[config.mk]
export PLATFORM = sky130hd
export DESIGN_NAME = sdc_controller
export DESIGN_NICKNAME = d
export VERILOG_FILES = /design/src/logic/sdc_pkg.sv /design/src/logic/sdc_pin_engine.sv /design/src/logic/sdc_controller.sv
export SDC_FILE = /design/constraint.sdc
export NUM_CORES = 1
export LEC_CHECK = 0
export CORE_ASPECT_RATIO = 0.5
export CORE_MARGIN = 2
export CORE_UTILIZATION = 61
export DETAILED_ROUTE_END_ITERATION = 8
export DONT_BUFFER_PORTS = 1
export GPL_TIMING_DRIVEN = 0
export PLACE_DENSITY = 0.77
export REMOVE_ABC_BUFFERS = 1
export SKIP_CTS_REPAIR_TIMING = 1
export SYNTH_ARGS = -nofsm -noshare
export SYNTH_HDL_FRONTEND = slang
export SYNTH_HIERARCHICAL = 1
export SYNTH_SLANG_ARGS = --single-unit
[constraint.sdc]
create_clock -name clock -period 2.9 [get_ports clock]
set_input_delay 0.58 -clock clock [delete_from_list [all_inputs] [get_ports clock]]
set_output_delay 0.58 -clock clock [all_outputs]
set_load 0.005 [all_outputs]
[src/logic/sdc_pkg.sv]
/*
 * Shared constants and state types for the single-wire debug controller.
 * Assumes the controller clock is also the serial communication clock.
 */
package sdc_pkg;

	// Bit-time timing, in controller clock cycles from perceived bit start
	localparam logic [9:0] BIT_CYC = 10'h010;
	localparam logic [9:0] SAMPLE_CYC = 10'h00a;
	localparam logic [9:0] ONE_SPEEDUP_CYC = 10'h007;
	localparam logic [9:0] ZERO_LOW_CYC = 10'h00d;
	localparam logic [9:0] TIMEOUT_CYC = 10'h200;
	localparam logic [9:0] SYNC_MIN_LOW_CYC = 10'h080;
	localparam logic [9:0] SYNC_DELAY_CYC = 10'h010;
	localparam logic [9:0] SYNC_PULSE_CYC = 10'h080;
	localparam logic [9:0] CNT_MAX = 10'h3ff;

	// Command codes
	localparam logic [7:0] CMD_BACKGROUND = 8'h90;
	localparam logic [7:0] CMD_ACK_ON = 8'hd5;
	localparam logic [7:0] CMD_ACK_OFF = 8'hd6;
	localparam logic [7:0] CMD_READ_STATUS = 8'he4;
	localparam logic [7:0] CMD_WRITE_CONTROL = 8'hc4;
	localparam logic [7:0] CMD_READ_BYTE = 8'he0;
	localparam logic [7:0] CMD_READ_BYTE_WS = 8'he1;
	localparam logic [7:0] CMD_READ_LAST = 8'he8;
	localparam logic [7:0] CMD_WRITE_BYTE = 8'hc0;
	localparam logic [7:0] CMD_WRITE_BYTE_WS = 8'hc1;
	localparam logic [7:0] CMD_READ_BKPT = 8'he2;
	localparam logic [7:0] CMD_WRITE_BKPT = 8'hc2;
	localparam logic [7:0] CMD_GO = 8'h08;
	localparam logic [7:0] CMD_SINGLE_STEP = 8'h10;
	localparam logic [7:0] CMD_TAGGO = 8'h18;
	// CPU register access: low three bits select the register
	localparam logic [4:0] CMD_READ_REG_HI = 5'h0c;
	localparam logic [4:0] CMD_WRITE_REG_HI = 5'h08;

	// Status and control byte
	localparam int ST_ENABLE_POS = 7;
	localparam int ST_HALTED_POS = 6;
	localparam int ST_BKPT_EN_POS = 5;
	localparam logic [4:0] ST_LOW_ZERO = 5'h00;
	localparam logic BKPT_EN_RST = 1'b0;
	localparam logic [15:0] BKPT_ADDR_RST = 16'h0000;

	localparam logic [4:0] LEN_BYTE = 5'h08;
	localparam logic [4:0] LEN_WORD = 5'h10;

	typedef enum logic [2:0] {
		PIN_IDLE = 3'b000,
		PIN_BIT = 3'b001,
		PIN_SYNC_LOW = 3'b010,
		PIN_SYNC_DLY = 3'b011,
		PIN_SYNC_DRV = 3'b100,
		PIN_SYNC_SPD = 3'b101
	} sdc_pin_state_t;

	typedef enum logic [2:0] {
		CS_CMD = 3'b000,
		CS_ADDR = 3'b001,
		CS_DATA = 3'b010,
		CS_ACC = 3'b011,
		CS_TX = 3'b100
	} sdc_cmd_state_t;

endpackage : sdc_pkg

[src/logic/sdc_pin_engine.sv]
/*
 * Bit-level engine for the debug pin: synchroniser, bit timing, sampling,
 * device-side drive with speed-up pulses, sync response and timeout.
 * Assumes the pin wire is resolved outside from pin_out and pin_oe.
 */
`timescale 1ns/1ns
`default_nettype none

module sdc_pin_engine
	import sdc_pkg::*;
(
	input wire logic clock,
	input wire logic nrst,
	input wire logic pin_in,
	input wire logic tx_mode,
	input wire logic tx_bit,
	output logic pin_level,
	output logic bit_done,
	output logic bit_val,
	output logic sync_seen,
	output logic timeout,
	output logic pin_out,
	output logic pin_oe
);
	import sdc_pkg::*;

	// Synchroniser left unreset so the strap level is visible during reset
	logic meta_r;
	logic sync_r;
	logic prev_r;
	logic fall;

	sdc_pin_state_t st_r, st_nxt;
	logic [9:0] cnt_r, cnt_nxt, to_r, to_nxt;
	logic txm_r, txm_nxt, txb_r, txb_nxt;
	logic done_nxt, val_nxt, syn_nxt, tmo_nxt, out_nxt, oe_nxt;

	always_ff @(posedge clock) begin
		meta_r <= pin_in;
		sync_r <= meta_r;
		prev_r <= sync_r;
	end

	assign pin_level = sync_r;
	assign fall = prev_r & ~sync_r;

	always_comb begin
		st_nxt = st_r;
		cnt_nxt = (cnt_r == CNT_MAX) ? cnt_r : cnt_r + 10'h001;
		txm_nxt = txm_r;
		txb_nxt = txb_r;
		done_nxt = 1'b0;
		val_nxt = bit_val;
		syn_nxt = 1'b0;
		// Timeout counter restarts on every falling pin edge, saturates at the limit
		to_nxt = fall ? 10'h000 : ((to_r == TIMEOUT_CYC) ? to_r : to_r + 10'h001);
		tmo_nxt = ~fall && (to_r == TIMEOUT_CYC - 10'h001);
		case (st_r)
			PIN_IDLE: begin
				cnt_nxt = 10'h000;
				if (fall) begin
					st_nxt = PIN_BIT;
					txm_nxt = tx_mode;
					txb_nxt = tx_bit;
				end
			end
			PIN_BIT: begin
				if (cnt_r == SAMPLE_CYC) begin
					done_nxt = 1'b1;
					val_nxt = sync_r;
				end
				if (cnt_r == BIT_CYC - 10'h001) begin
					st_nxt = (~sync_r && ~txm_r) ? PIN_SYNC_LOW : PIN_IDLE;
				end
			end
			PIN_SYNC_LOW: begin
				if (sync_r) begin
					if (cnt_r >= SYNC_MIN_LOW_CYC) begin
						st_nxt = PIN_SYNC_DLY;
						cnt_nxt = 10'h000;
						syn_nxt = 1'b1;
					end else begin
						st_nxt = PIN_IDLE;
					end
				end
			end
			PIN_SYNC_DLY: begin
				if (cnt_r == SYNC_DELAY_CYC - 10'h001) begin
					st_nxt = PIN_SYNC_DRV;
					cnt_nxt = 10'h000;
				end
			end
			PIN_SYNC_DRV: begin
				if (cnt_r == SYNC_PULSE_CYC - 10'h001) begin
					st_nxt = PIN_SYNC_SPD;
				end
			end
			PIN_SYNC_SPD: st_nxt = PIN_IDLE;
			default: st_nxt = PIN_IDLE;
		endcase
		// Drive follows the next count so pin and counter line up
		out_nxt = 1'b0;
		oe_nxt = 1'b0;
		if (st_nxt == PIN_BIT && txm_nxt) begin
			if (~txb_nxt && cnt_nxt < ZERO_LOW_CYC) begin
				oe_nxt = 1'b1;
			end else if (~txb_nxt && cnt_nxt == ZERO_LOW_CYC) begin
				oe_nxt = 1'b1;
				out_nxt = 1'b1;
			end else if (txb_nxt && cnt_nxt == ONE_SPEEDUP_CYC) begin
				oe_nxt = 1'b1;
				out_nxt = 1'b1;
			end
		end else if (st_nxt == PIN_SYNC_DRV) begin
			oe_nxt = 1'b1;
		end else if (st_nxt == PIN_SYNC_SPD) begin
			oe_nxt = 1'b1;
			out_nxt = 1'b1;
		end
		if (!nrst) begin
			st_nxt = PIN_IDLE;
			cnt_nxt = 10'h000;
			to_nxt = 10'h000;
			txm_nxt = 1'b0;
			txb_nxt = 1'b1;
			done_nxt = 1'b0;
			val_nxt = 1'b1;
			syn_nxt = 1'b0;
			tmo_nxt = 1'b0;
			out_nxt = 1'b0;
			oe_nxt = 1'b0;
		end
	end

	always_ff @(posedge clock) begin
		st_r <= st_nxt;
		cnt_r <= cnt_nxt;
		to_r <= to_nxt;
		txm_r <= txm_nxt;
		txb_r <= txb_nxt;
		bit_done <= done_nxt;
		bit_val <= val_nxt;
		sync_seen <= syn_nxt;
		timeout <= tmo_nxt;
		pin_out <= out_nxt;
		pin_oe <= oe_nxt;
	end

endmodule : sdc_pin_engine

`default_nettype wire

[src/logic/sdc_controller.sv]
/*
 * Single-wire debug controller: command decoder, status and control byte,
 * breakpoint comparator, target access port and CPU mode requests.
 * Assumes the target answers an access with acc_ack within one bit time,
 * and that the CPU reports its halted state on cpu_halted.
 */
// How it works
// The host starts every bit time with a falling edge on the pin.
// Commands, addresses and data travel most significant bit first.
// A long host low pulse gets a timed low reply pulse back.
// Pin level during reset picks halted start or user program start.
// Pin high at reset, as with no pod, means normal run.
// Halted-mode commands are ignored unless the CPU is halted.
// Halted commands read and write CPU registers, single step, or resume.
// Non-intrusive commands work at any time without halting the CPU.
// Non-intrusive commands reach memory and the status and control byte.
// Controller registers are reachable only through the serial pin.
// The halt request command also wakes the CPU from stop or wait.
// One hardware address breakpoint comparator is built in.
// Oscillator is kept running in stop while the controller is enabled.
// Watchdog is held off while the CPU is halted.
// A party releasing a low pin first drives a short high pulse.
// Serial traffic is accepted at any time, no reset needed.
// A bit time lasts sixteen controller clocks.
// After 512 clocks without a host edge the command is dropped.
// Host bits are sampled ten clocks after the perceived bit start.
// A zero to the host is low thirteen clocks, then driven high.
// Pin is synchronised and released whenever not driven.
`timescale 1ns/1ns
`default_nettype none

module sdc_controller
	import sdc_pkg::*;
(
	input wire logic clock,
	input wire logic nrst,
	input wire logic debug_pin_in,
	output logic debug_pin_out,
	output logic debug_pin_oe,
	input wire logic cpu_halted,
	input wire logic fetch_valid,
	input wire logic [15:0] fetch_addr,
	input wire logic acc_ack,
	input wire logic [15:0] acc_rdata,
	output logic acc_req,
	output logic acc_we,
	output logic acc_space,
	output logic [15:0] acc_addr,
	output logic [15:0] acc_wdata,
	output logic halt_req,
	output logic go_req,
	output logic step_req,
	output logic osc_keep_on,
	output logic wdog_hold
);
	import sdc_pkg::*;

	logic pin_level, bit_done, bit_val, sync_seen, timeout;

	sdc_cmd_state_t st_r, st_nxt;
	logic [7:0] cmd_r, cmd_nxt;
	logic [15:0] sh_r, sh_nxt;
	logic [4:0] left_r, left_nxt;
	logic enable_r, enable_nxt, bkpt_en_r, bkpt_en_nxt;
	logic [15:0] bkpt_r, bkpt_nxt;
	logic [15:0] last_r, last_nxt;
	logic req_nxt, we_nxt, space_nxt;
	logic [15:0] addr_nxt, wdata_nxt;
	logic halt_nxt, go_nxt, step_nxt;
	logic [7:0] status;
	logic is_rd_reg, is_wr_reg;

	sdc_pin_engine u_pin (
		.clock(clock),
		.nrst(nrst),
		.pin_in(debug_pin_in),
		.tx_mode(st_r == CS_TX),
		.tx_bit(sh_r[15]),
		.pin_level(pin_level),
		.bit_done(bit_done),
		.bit_val(bit_val),
		.sync_seen(sync_seen),
		.timeout(timeout),
		.pin_out(debug_pin_out),
		.pin_oe(debug_pin_oe)
	);

	assign status = {enable_r, cpu_halted, bkpt_en_r, ST_LOW_ZERO};
	assign is_rd_reg = cmd_r[7:3] == CMD_READ_REG_HI;
	assign is_wr_reg = cmd_r[7:3] == CMD_WRITE_REG_HI;

	////////////////////////////////////////////////////////////////////////////

	always_comb begin
		st_nxt = st_r;
		cmd_nxt = cmd_r;
		sh_nxt = sh_r;
		left_nxt = left_r;
		enable_nxt = enable_r;
		bkpt_en_nxt = bkpt_en_r;
		bkpt_nxt = bkpt_r;
		last_nxt = last_r;
		req_nxt = 1'b0;
		we_nxt = acc_we;
		space_nxt = acc_space;
		addr_nxt = acc_addr;
		wdata_nxt = acc_wdata;
		halt_nxt = 1'b0;
		go_nxt = 1'b0;
		step_nxt = 1'b0;
		// Receive shift, and transmit shift after each sampled bit
		if (bit_done && st_r != CS_ACC) begin
			sh_nxt = {sh_r[14:0], bit_val};
			left_nxt = left_r - 5'h01;
		end
		case (st_r)
			CS_CMD: begin
				if (bit_done && left_r == 5'h01) begin
					cmd_nxt = {sh_r[6:0], bit_val};
					st_nxt = CS_CMD;
					left_nxt = LEN_BYTE;
					case ({sh_r[6:0], bit_val})
						CMD_BACKGROUND: halt_nxt = enable_r;
						CMD_GO, CMD_TAGGO: go_nxt = cpu_halted;
						CMD_SINGLE_STEP: step_nxt = cpu_halted;
						CMD_READ_STATUS: begin
							st_nxt = CS_TX;
							sh_nxt = {status, 8'h00};
						end
						CMD_WRITE_CONTROL: st_nxt = CS_DATA;
						CMD_READ_BYTE, CMD_READ_BYTE_WS, CMD_WRITE_BYTE, CMD_WRITE_BYTE_WS: begin
							st_nxt = CS_ADDR;
							left_nxt = LEN_WORD;
						end
						CMD_READ_LAST: begin
							st_nxt = CS_ACC;
							req_nxt = 1'b1;
							we_nxt = 1'b0;
							space_nxt = 1'b0;
							addr_nxt = last_r;
						end
						CMD_READ_BKPT: begin
							st_nxt = CS_TX;
							sh_nxt = bkpt_r;
							left_nxt = LEN_WORD;
						end
						CMD_WRITE_BKPT: begin
							st_nxt = CS_DATA;
							left_nxt = LEN_WORD;
						end
						default: begin
							if ({sh_r[6:3], bit_val} != CMD_READ_REG_HI) begin
								st_nxt = CS_CMD;
							end
							if (sh_r[6:2] == CMD_READ_REG_HI && cpu_halted) begin
								st_nxt = CS_ACC;
								req_nxt = 1'b1;
								we_nxt = 1'b0;
								space_nxt = 1'b1;
								addr_nxt = {13'h0000, sh_r[1:0], bit_val};
							end else if (sh_r[6:2] == CMD_WRITE_REG_HI) begin
								// Data is consumed even when running, so it is never a command
								st_nxt = CS_DATA;
								left_nxt = LEN_WORD;
							end
						end
					endcase
				end
			end
			CS_ADDR: begin
				if (bit_done && left_r == 5'h01) begin
					addr_nxt = {sh_r[14:0], bit_val};
					last_nxt = {sh_r[14:0], bit_val};
					space_nxt = 1'b0;
					if (cmd_r == CMD_WRITE_BYTE || cmd_r == CMD_WRITE_BYTE_WS) begin
						st_nxt = CS_DATA;
						left_nxt = LEN_BYTE;
					end else begin
						st_nxt = CS_ACC;
						req_nxt = 1'b1;
						we_nxt = 1'b0;
					end
				end
			end
			CS_DATA: begin
				if (bit_done && left_r == 5'h01) begin
					st_nxt = CS_CMD;
					left_nxt = LEN_BYTE;
					if (cmd_r == CMD_WRITE_CONTROL) begin
						enable_nxt = sh_r[ST_ENABLE_POS - 1];
						bkpt_en_nxt = sh_r[ST_BKPT_EN_POS - 1];
					end else if (cmd_r == CMD_WRITE_BKPT) begin
						bkpt_nxt = {sh_r[14:0], bit_val};
					end else if (!is_wr_reg || cpu_halted) begin
						st_nxt = CS_ACC;
						req_nxt = 1'b1;
						we_nxt = 1'b1;
						space_nxt = is_wr_reg;
						addr_nxt = is_wr_reg ? {13'h0000, cmd_r[2:0]} : acc_addr;
						wdata_nxt = {sh_r[14:0], bit_val};
					end
				end
			end
			CS_ACC: begin
				// Access is already committed, so timeout waits for the answer
				if (acc_ack) begin
					st_nxt = CS_CMD;
					left_nxt = LEN_BYTE;
					if (acc_we) begin
						if (cmd_r == CMD_WRITE_BYTE_WS) begin
							st_nxt = CS_TX;
							sh_nxt = {status, 8'h00};
						end
					end else begin
						st_nxt = CS_TX;
						left_nxt = (cmd_r == CMD_READ_BYTE) ? LEN_BYTE : LEN_WORD;
						if (is_rd_reg) begin
							sh_nxt = acc_rdata;
						end else if (cmd_r == CMD_READ_BYTE) begin
							sh_nxt = {acc_rdata[7:0], 8'h00};
						end else begin
							sh_nxt = {status, acc_rdata[7:0]};
						end
					end
				end
			end
			CS_TX: begin
				if (bit_done && left_r == 5'h01) begin
					st_nxt = CS_CMD;
					left_nxt = LEN_BYTE;
				end
			end
			default: st_nxt = CS_CMD;
		endcase
		if ((timeout || sync_seen) && st_r != CS_ACC) begin
			st_nxt = CS_CMD;
			left_nxt = LEN_BYTE;
			req_nxt = 1'b0;
			halt_nxt = 1'b0;
			go_nxt = 1'b0;
			step_nxt = 1'b0;
		end
		if (enable_r && bkpt_en_r && fetch_valid && fetch_addr == bkpt_r && !cpu_halted) begin
			halt_nxt = 1'b1;
		end
		if (!nrst) begin
			st_nxt = CS_CMD;
			cmd_nxt = 8'h00;
			sh_nxt = 16'h0000;
			left_nxt = LEN_BYTE;
			// Pin low at reset selects halted start, high selects user run
			enable_nxt = ~pin_level;
			halt_nxt = ~pin_level;
			bkpt_en_nxt = BKPT_EN_RST;
			bkpt_nxt = BKPT_ADDR_RST;
			last_nxt = 16'h0000;
			req_nxt = 1'b0;
			we_nxt = 1'b0;
			space_nxt = 1'b0;
			addr_nxt = 16'h0000;
			wdata_nxt = 16'h0000;
			go_nxt = 1'b0;
			step_nxt = 1'b0;
		end
	end

	////////////////////////////////////////////////////////////////////////////

	always_ff @(posedge clock) begin
		st_r <= st_nxt;
		cmd_r <= cmd_nxt;
		sh_r <= sh_nxt;
		left_r <= left_nxt;
		enable_r <= enable_nxt;
		bkpt_en_r <= bkpt_en_nxt;
		bkpt_r <= bkpt_nxt;
		last_r <= last_nxt;
		acc_req <= req_nxt;
		acc_we <= we_nxt;
		acc_space <= space_nxt;
		acc_addr <= addr_nxt;
		acc_wdata <= wdata_nxt;
		halt_req <= halt_nxt;
		go_req <= go_nxt;
		step_req <= step_nxt;
		osc_keep_on <= nrst & enable_nxt;
		wdog_hold <= nrst & cpu_halted;
	end

endmodule : sdc_controller

`default_nettype wire

# Word level (Yosys, flattened, before mapping)
# Index checks and enable logic that the tools add are counted.
[totals] latch_bits=0 ff_bits=140 ramBits=0 out_inout_bits=42 wordCells=267 mem_count=0 romBits=0
[classes] shifts=0 n_reduce_logical=47 order_cmp=2 mux=113 bitwise=14 add_sub_neg=3 n_mul=0 div=0 n_eq_ne=56
[ops] operator="16-bit two-way mux" count=15
[ops] operator="8-bit equality test, second input constant" count=15
[ops] operator="16-bit case mux with 2 select lines" count=3
[ops] operator="5-bit two-way mux" count=10
[ops] operator="1-bit two-way mux" count=49
[ops] operator="16-bit case mux with 3 select lines" count=1
[ops] operator="3-bit case mux with 5 select lines" count=3
[ops] operator="10-bit two-way mux" count=4
[ops] operator="3-bit two-way mux" count=12
[ops] operator="10-bit by 4-bit equality test with 1-bit output, second input constant" count=3
[ops] operator="10-bit case mux with 3 select lines" count=1
[ops] operator="2-bit != test, second input constant" count=11
[ops] operator="10-bit by 1-bit adder with 10-bit output, second input constant" count=2
[ops] operator="10-bit equality test, second input constant" count=2
[ops] operator="5-bit by 4-bit equality test with 1-bit output, second input constant" count=4
[ops] operator="5-bit case mux with 4 select lines" count=1
[ops] operator="10-bit AND reduction" count=2
[ops] operator="16-bit equality test" count=1
[ops] operator="8-bit by 5-bit equality test with 1-bit output, second input constant" count=2
[ops] operator="1-bit logical AND" count=14
[ops] operator="2-bit two-way mux" count=7
[ops] operator="3-bit by 2-bit equality test with 1-bit output, second input constant" count=4
[ops] operator="3-bit equality test, second input constant" count=4
[ops] operator="12-bit OR reduction" count=1
[ops] operator="other kinds (29)" count=64

# Depth between registers and ports, before layout
# Gate-level depths: netlist (run 1).
[depth] depth_word=11 ltp_mapped=9 depth_no_buf=8

# Modules after synthesis
# Netlist (run 1), hierarchy kept.
[by_module_without_submodules] mod="sdc_controller" area_each_um2=5287.6 seq_area_each_um2=2122.0 cells_each=636 n_inst=1
[by_module_without_submodules] mod="sdc_pin_engine" area_each_um2=1707.9 seq_area_each_um2=680.7 cells_each=191 n_inst=1

# Worst setup path after synthesis (run 1)
# OpenSTA, ideal clock, no wires.
[synth_timing] path_type="flip-flop to flip-flop" startpoint="register u_pin.cnt_r[1]" endpoint="register u_pin.pin_out" synth_period_minus_slack_ns=2.293 stages_incl_launch_ff=8 path_buffers=0 path_slack_ns=0.607 t_arrival_ns=2.233 path_cell_list="dfxtp_1 > ha_1 > nand3_1 > o311ai_4 > mux2_4 > o221a_4 > a2111oi_4 > a32o_1"
[synth_via] elab_chain_len=11 elab_cells_between_ends=32
[synth_rtl] item="start, declared" line_no="sdc_pin_engine.sv:34" text="logic [9:0] cnt_r, cnt_nxt, to_r, to_nxt;"
[synth_rtl] item="start signal, assigned" line_no="sdc_pin_engine.sv:137" text="cnt_r <= cnt_nxt;"
[synth_rtl] item="parallel branches: the longest is 10 deep, another holds 10-bit by 1-bit adder with 10-bit output"
[synth_rtl] item="1-bit two-way mux *" line_no="sdc_pin_engine.sv:104" text="if (st_nxt == PIN_BIT && txm_nxt) begin"
[synth_rtl] item="end signal, assigned" line_no="sdc_pin_engine.sv:145" text="pin_out <= out_nxt;"
[synth_rtl] item="end, declared" line_no="sdc_pin_engine.sv:22" text="output logic pin_out,"
# Every way passes the cells marked *.
# A chain may end at the register's enable or synchronous reset.

# Worst setup path after layout (run 1)
[layout_timing] startpoint="register sh_r[1]" endpoint="register sh_r[10]"
[layout_via] elab_chain_len=4 elab_cells_between_ends=5
[layout_rtl] item="start, declared" line_no="sdc_controller.sv:62" text="logic [15:0] sh_r, sh_nxt;"
[layout_rtl] item="start signal, assigned" line_no="sdc_controller.sv:272" text="sh_r <= sh_nxt;"
[layout_rtl] item="8-bit equality test" line_no="sdc_controller.sv:122" text="case ({sh_r[6:0], bit_val})"
[layout_rtl] item="16-bit case mux with 2 select lines *" line_no="sdc_controller.sv:122"
[layout_rtl] item="16-bit two-way mux *" line_no="sdc_controller.sv:118" text="if (bit_done && left_r == 5'h01) begin"
[layout_rtl] item="16-bit case mux with 2 select lines *" line_no="sdc_controller.sv:116" text="case (st_r)"
# Every way passes the cells marked *; elsewhere a longest branch is shown, timed or not.

==> out/metrics.yaml, run 1 <==
core_um2: 11100
syn-mean-instance-area_um2: 8.46
cts_tree: "done"
gp_congestion: 0.946
hold_violations: 0
tightest_slew_ns: 1.04
cts_buffer_depth: 2
die_h_um: 79.7
hpwlAfterDp_mm: 11.9
synth-adder-area-share_pct: 1.25
power_mw: 4.25
first_global_vias: 5417
synth_top_family_by_area: "simple AND/OR/NAND/NOR gates"
grt_busiest_layer: "met2"
final.min_clock_period_ns: 2.79
use_met1_pct: 39.9
worstSetupEndpointType: "flop"
fillers: 861
routedWlPerCell_um: 19.5
clkLatencyLatePin_ns: 0.42
synth-simple-area-share_pct: 25.7
cts_buffers: 17
synth_top_area_share_pct: 40.1
dieArea_um2: 12400
grt_pass1_wl_mm: 28.4
portBuffers: 0
irDropWorstVdd_v: 0.000280
synthXorXnorAreaFrac_pct: 4.26
multi_input_area_um2: 3910
syn2layout_area_growth_pct: 9.89
gr-usage-met2_pct: 45.0
finClkSkew_ns: 0.00904
final_nets: 844
hp-class: "primary input to flop"
synth.distinct_cells: 84
cts.clk_slew.worst_paths_ns: 0.06
firstDrtPassIters: 5
slew_violations: 0
outcome: "complete, no violations"
async_reset_ff_share_pct: 0
holdWs_ns: 0.185
p_per_area_nw_per_um2: 552
io_pins: 80
grt_max_degree: 87
die_x_um: 155
synth-seq-cells: 140
drt_iter0_markers: 732
antenna_left: 0
cts_root_buf: "clkbuf_16"
instances_no_fill: 957
ys_warn_count: 6
cp.required_ns: 3.18
overflow: 0
yosysTopAreaCell: "dfxtp_1"
synth-main-ff-cell: "dfxtp_1"
dp_cells: 918
rsz0062_at_grt: "no"
crit_arrival_ns: 3.06
drc_errors: 0
antenna_found_initial: 0
grt_use_total_pct: 29.3
synth_edf_count: 0
fin_crit_sh_pct: 96.1
finalSetupViolations: 0
fmax_mhz: 359
synth-compound-area-share_pct: 18.3
grt_util_met3_pct: 8.69
drive_gt1_share_pct: 9.61
dp_slack_ns: 0.0102
leakagePower_nw: 2.65
routed_wl_mm: 18.7
cts_sinks: 140
start_kind: "flop"
setup_ws_ns: 0.112
syn_inst: 827
cap_violations: 0
row_count: 27
vias: 6228
ys_top_cells_by_area: "dfxtp_1, nand2_1, mux2i_1"
crit_path_max_fanout: 15
antenna-diode-count: 0
viasPerCell: 6.51
slew_headroom_pct: 30.1
critPathKind: "flop to flop"
seqCellArea_um2: 2800
start_util_pct: 63.1
syn-cell-area_um2: 7000
htree_num_levels: 4
ys_seq_area_share_pct: 40.1
muxShareOfSynthArea_pct: 5.83
[worst paths after layout]
check / cells after the start / end / from / slack, ns
max reg2reg: 6 / sh_r[10] / sh_r[1] / 0.11
min reg2reg: 0 / u_pin/pin_level / u_pin/meta_r / 0.33
min: 0 / u_pin/meta_r / debug_pin_in / 0.18
max: 6 / sh_r[10] / sh_r[1] / 0.11
[final cells by class]
type                    instances  share of cell area (%)
well taps                     145                    2.36
repair buffers                  9                    1.69
inverters                      17                   0.846
flip-flops and latches        140                    36.5
clock inverters                14                    2.05
clock buffers                  18                    5.71
multi-input cells             614                    50.9
[where the power goes]
group / total, mW / internal [mW] / switching, mW
sequential: 1.94 / 1.93 / 0.0103
clock: 2.21 / 1.31 / 0.898
combinational: 0.0940 / 0.0331 / 0.0609
total: 4.25 / 3.28 / 0.969
[critical path, stage by stage (launching register included)]
cell	delay (ns)
dfxtp_1	0.70
nor2b_1	0.36
o211ai_1	0.25
or2_2	0.33
a22oi_1	0.25
nand2b_1	0.53
o22ai_1	0.20
[Yosys cell counts (4+ instances only)]
cell type and instances:
a211oi_1 14, a21oi_1 63, a22oi_1 29, a311oi_1 4, a31oi_1 4, and2_1 6, and3_1 8, buf_2 17
buf_4 4, clkbuf_1 32, dfxtp_1 140, ha_1 7, inv_1 15, mux2i_1 37, nand2_1 104, nand2b_1 8
nand3_1 50, nand4_1 10, nand4b_1 4, nor2_1 80, nor2b_1 5, nor3_1 18, nor4_1 10, o211ai_1 4
o21ai_0 18, o22ai_1 13, or3_1 6, xnor2_1 16, xor2_1 18
[flip-flops by register name, indices dropped and copies added (netlist names), 3 cells and up]
register and cells:
acc_addr 16, acc_wdata 16, bkpt_r 16, cmd_r 8, last_r 16, left_r 5
sh_r 16, st_r 3, u_pin/cnt_r 10, u_pin/st_r 3, u_pin/to_r 10
[metrics by stage]
stage | TNS (ns) | area (um2) | utilization [%]
6_report | 0 | 7690 | 69.4
5_1_grt | 0 | 7690 | 69.4
4_1_cts | 0 | 7560 | 68.3
3_5_place_dp | 0 | 6970 | 62.9
3_3_place_gp | -156.14 | 6920 | 62.4
2_1_floorplan | -48.72 | 6740 | -
[metal layers]
metal | wire (um) | part of all wire (%)
met2 | 8290 | 44
met5 | 0 | 0
met3 | 1680 | 9.0
met1 | 8170 | 44
met4 | 522 | 2.8
[cell families (layout without fill, tap and decap cells)]
logic type | after synthesis | in the layout
buffers and inverters | 74 | 58
XOR/XNOR | 34 | 34
multiplexers | 40 | 40
AND/OR/NAND/NOR | 348 | 349
adder cells (fa/ha/maj) | 7 | 7
flip-flops | 140 | 140
AO/OA/AOI/OAI | 184 | 184
[cells in the final DEF (no fill, tap or decap), types with 6 or more instances in the layout]
cell / netlist / layout
a211oi_1: 14 / 14
a21oi_1: 63 / 63
a22oi_1: 29 / 29
and2_1: 6 / 6
and3_1: 8 / 8
clkbuf_16: 0 / 17
dfxtp_1: 140 / 139
ha_1: 7 / 7
inv_1: 15 / 15
inv_6: 0 / 6
mux2i_1: 37 / 37
nand2_1: 104 / 103
nand2b_1: 8 / 8
nand3_1: 50 / 50
nand4_1: 10 / 10
nor2_1: 80 / 79
nor3_1: 18 / 17
nor4_1: 10 / 10
o21ai_0: 18 / 18
o22ai_1: 13 / 13
xnor2_1: 16 / 16
xor2_1: 18 / 18
Power figures use the tool's default switching activity.
==> run 2, diff against run 1 <==
--- a/config.mk
+++ b/config.mk
@@ -16,5 +16,4 @@
 export SKIP_CTS_REPAIR_TIMING = 1
 export SYNTH_ARGS = -nofsm -noshare
 export SYNTH_HDL_FRONTEND = slang
-export SYNTH_HIERARCHICAL = 1
 export SYNTH_SLANG_ARGS = --single-unit
==> run 2 against run 1 <==
Against the previous run:
- total power decreased by 0.18%
- non-clock buffer count down 2
- sequential share of layout area grew 0.63 points
==> out/metrics.yaml, run 2 <==
start_util_pct: 62.8  # -0.34 points
row_count: 27  # unchanged
ys_top_cells_by_area: "dfxtp_1, mux2i_1, nor2_1"
rsz0062_at_grt: "no"
syn_inst: 824  # -0.36%
p_sw_share_pct: 24.3  # +1.5 points
leakagePower_nw: 2.71  # +2.3%
worstSetupEndpointType: "flop"
start_kind: "flop"
die_x_um: 155  # -0.41%
final_nets: 835  # -1.1%
drt_iter0_markers: 648  # -11%
io_pins: 80  # unchanged
fmax_mhz: 352  # -1.8%
ys_warn_count: 0  # -6
die_h_um: 79.4  # -0.40%
yosysTopAreaCell: "dfxtp_1"
antenna_found_initial: 1  # +1
holdWs_ns: 0.181  # -0.00374 ns
final_common_cell: "dfxtp_1"
crit_arrival_ns: 3.18  # +0.12 ns
overflow: 0  # unchanged
slew_violations: 0  # unchanged
routed_wl_mm: 17.7  # -5.3%
crit_path_max_fanout: 13  # -2
cts_sinks: 140  # unchanged
synth_edf_count: 0  # unchanged
grt_pass1_wl_mm: 28.3  # -0.49%
power_frac_seq_pct: 46.1  # +0.3 points
portBuffers: 0  # unchanged
drc_errors: 0  # unchanged
finalSetupViolations: 0  # unchanged
tightest_slew_ns: 0.933  # -0.108 ns
final.min_clock_period_ns: 2.84  # +0.0515 ns
syn-cell-area_um2: 6940  # -0.84%
first_global_vias: 5616  # +3.7%
layout_common_cells: "dfxtp_1, nor2_1, nand2_1, a21oi_1, mux2i_1"
synth-seq-cells: 140  # unchanged
finClkSkew_ns: 0.0119  # +0.00290 ns
core_um2: 11000  # -0.31%
hold_violations: 0  # unchanged
outcome: "complete, no violations"
grt_use_total_pct: 28.9  # -0.36 points
firstDrtPassIters: 5  # unchanged
fin_crit_sh_pct: 97.9  # +1.8 points
ys_seq_area_share_pct: 40.4  # +0.34 points
dieArea_um2: 12300  # -0.81%
switching_power_mw: 1.03  # +6.3%
synthTopCellsByCount: "dfxtp_1, nor2_1, nand2_1"
clkLatencyLatePin_ns: 0.43  # about the same
hp-class: "primary input to flop"
syn2layout_area_growth_pct: 8.93
cts_tree: "done"
htree_num_levels: 4  # unchanged
viasPerCell: 6.48  # -0.37%
drive_gt1_share_pct: 6.97  # -2.6 points
synth.most_common_cell: "dfxtp_1"
routedWlPerCell_um: 18.6  # -4.5%
antenna_left: 0  # unchanged
fillers: 899  # +4.4%
setup_tns_ns: 0  # unchanged
cp.required_ns: 3.24  # +0.06 ns
cap_violations: 0  # unchanged
hpwlAfterDp_mm: 11.7  # -1.6%
p_per_area_nw_per_um2: 561  # +1.6%
critPathKind: "flop to flop"
cts_buffer_depth: 2  # unchanged
synth_top_area_share_pct: 40.4  # +0.34 points
synth-main-ff-cell: "dfxtp_1"
synth.distinct_cells: 71  # -15%
irDropWorstVdd_v: 0.000351  # +25%
clkPwrFrac_pct: 50.4  # -1.6 points
intPower_mw: 3.21  # -2.1%
comb_power_share_pct: 3.5  # +1.3 points
cts_root_buf: "clkbuf_16"
vias: 6153  # -1.2%
grt_max_degree: 92  # +5.7%
gp_congestion: 0.902  # -4.6%
syn-mean-instance-area_um2: 8.42  # -0.48%
cts.clk_slew.worst_paths_ns: 0.06  # about the same
async_reset_ff_share_pct: 0  # unchanged
slew_headroom_pct: 37.8  # +7.8 points
cts_buffers: 17  # unchanged
-- run 2: cell count changes in the layout (fill, tap and decap cells not counted), sizes merged, moves of 9 or more --
cell / previous run / this run
nand2: 106 / 77
nor2: 81 / 97
nor3: 24 / 14
mux2i: 37 / 55
nand3: 50 / 30
nor2b: 5 / 14
o22ai: 13 / 22
o21ai: 18 / 9
-- run 2: routing by layer --
metal | share of wire, % | global-route usage (%)
met3 | 7.8 | 6.73
met4 | 2.3 | 9.91
met2 | 45 | 46.8
met5 | 0 | 0
met1 | 45 | 38.4
-- run 2: path summary, 6_finish.rpt --
| kind | startpoint | endpoint | slack (ns) | cells past startpoint |
|---|---|---|---|---|
| hold reg to reg | u_pin.meta_r | u_pin.pin_level | 0.34 | 0 |
| setup reg to reg | sh_r[5] | sh_r[6] | 0.06 | 6 |
| hold / removal | debug_pin_in | u_pin.meta_r | 0.18 | 0 |
| setup / recovery | sh_r[5] | sh_r[6] | 0.06 | 6 |
-- run 2: cell families after synthesis --
kind of cell               synth area share [%]
AOI/OAI and AO/OA                          18.4
muxes                                      8.10
xor gates and xnor gates                   4.04
and+or+nand+nor                            22.9
adders and majority gates                  1.26
DFF                                        40.4
buffers and inverters                      4.87
-- run 2: critical path, cell delays in order, from the launching register on --
cell and delay [ns]:
dfxtp_1 0.78, and3b_1 0.36, and3_1 0.24, nand3_1 0.18, nor3b_2 0.77, a22oi_1 0.23
o22ai_1 0.19
-- run 2: layout make-up --
type | count | area (um2) | share of cell area (%)
Multi-Input combinational cell | 605 | 3850 | 51.0
Sequential cell | 140 | 2800 | 37.1
Clock buffer | 18 | 439 | 5.81
Tap cell | 145 | 181 | 2.40
Clock inverter | 14 | 138 | 1.82
Inverter | 19 | 73.8 | 0.977
Timing Repair Buffer | 7 | 63.8 | 0.845
Antenna cell | 1 | 2.50 | 0.0331
-- run 2: power by group through the flow --
stage	sequential, mW	combinational [mW]	clock, mW
2_1_floorplan	1.99	0.109	0
3_3_place_gp	2.00	0.139	0
3_5_place_dp	2.00	0.141	0
4_1_cts	1.95	0.143	2.14
5_1_grt	1.96	0.165	2.23
6_report	1.95	0.149	2.13
-- run 2: stage by stage --
step / power [mW] / setup slack (ns) / utilization, % / instance area, um2 / std cells
after global placement: 2.14 / -2.00 / 62.0 / 6850 / 909
after global routing: 4.35 / 0.0311 / 68.4 / 7560 / 949
after detailed placement: 2.14 / -0.527 / 62.6 / 6910 / 913
after CTS: 4.23 / -0.648 / 67.8 / 7490 / 945
final: 4.24 / 0.0602 / 68.4 / 7560 / 949
after floorplan: 2.10 / -0.969 / - / 6670 / 764
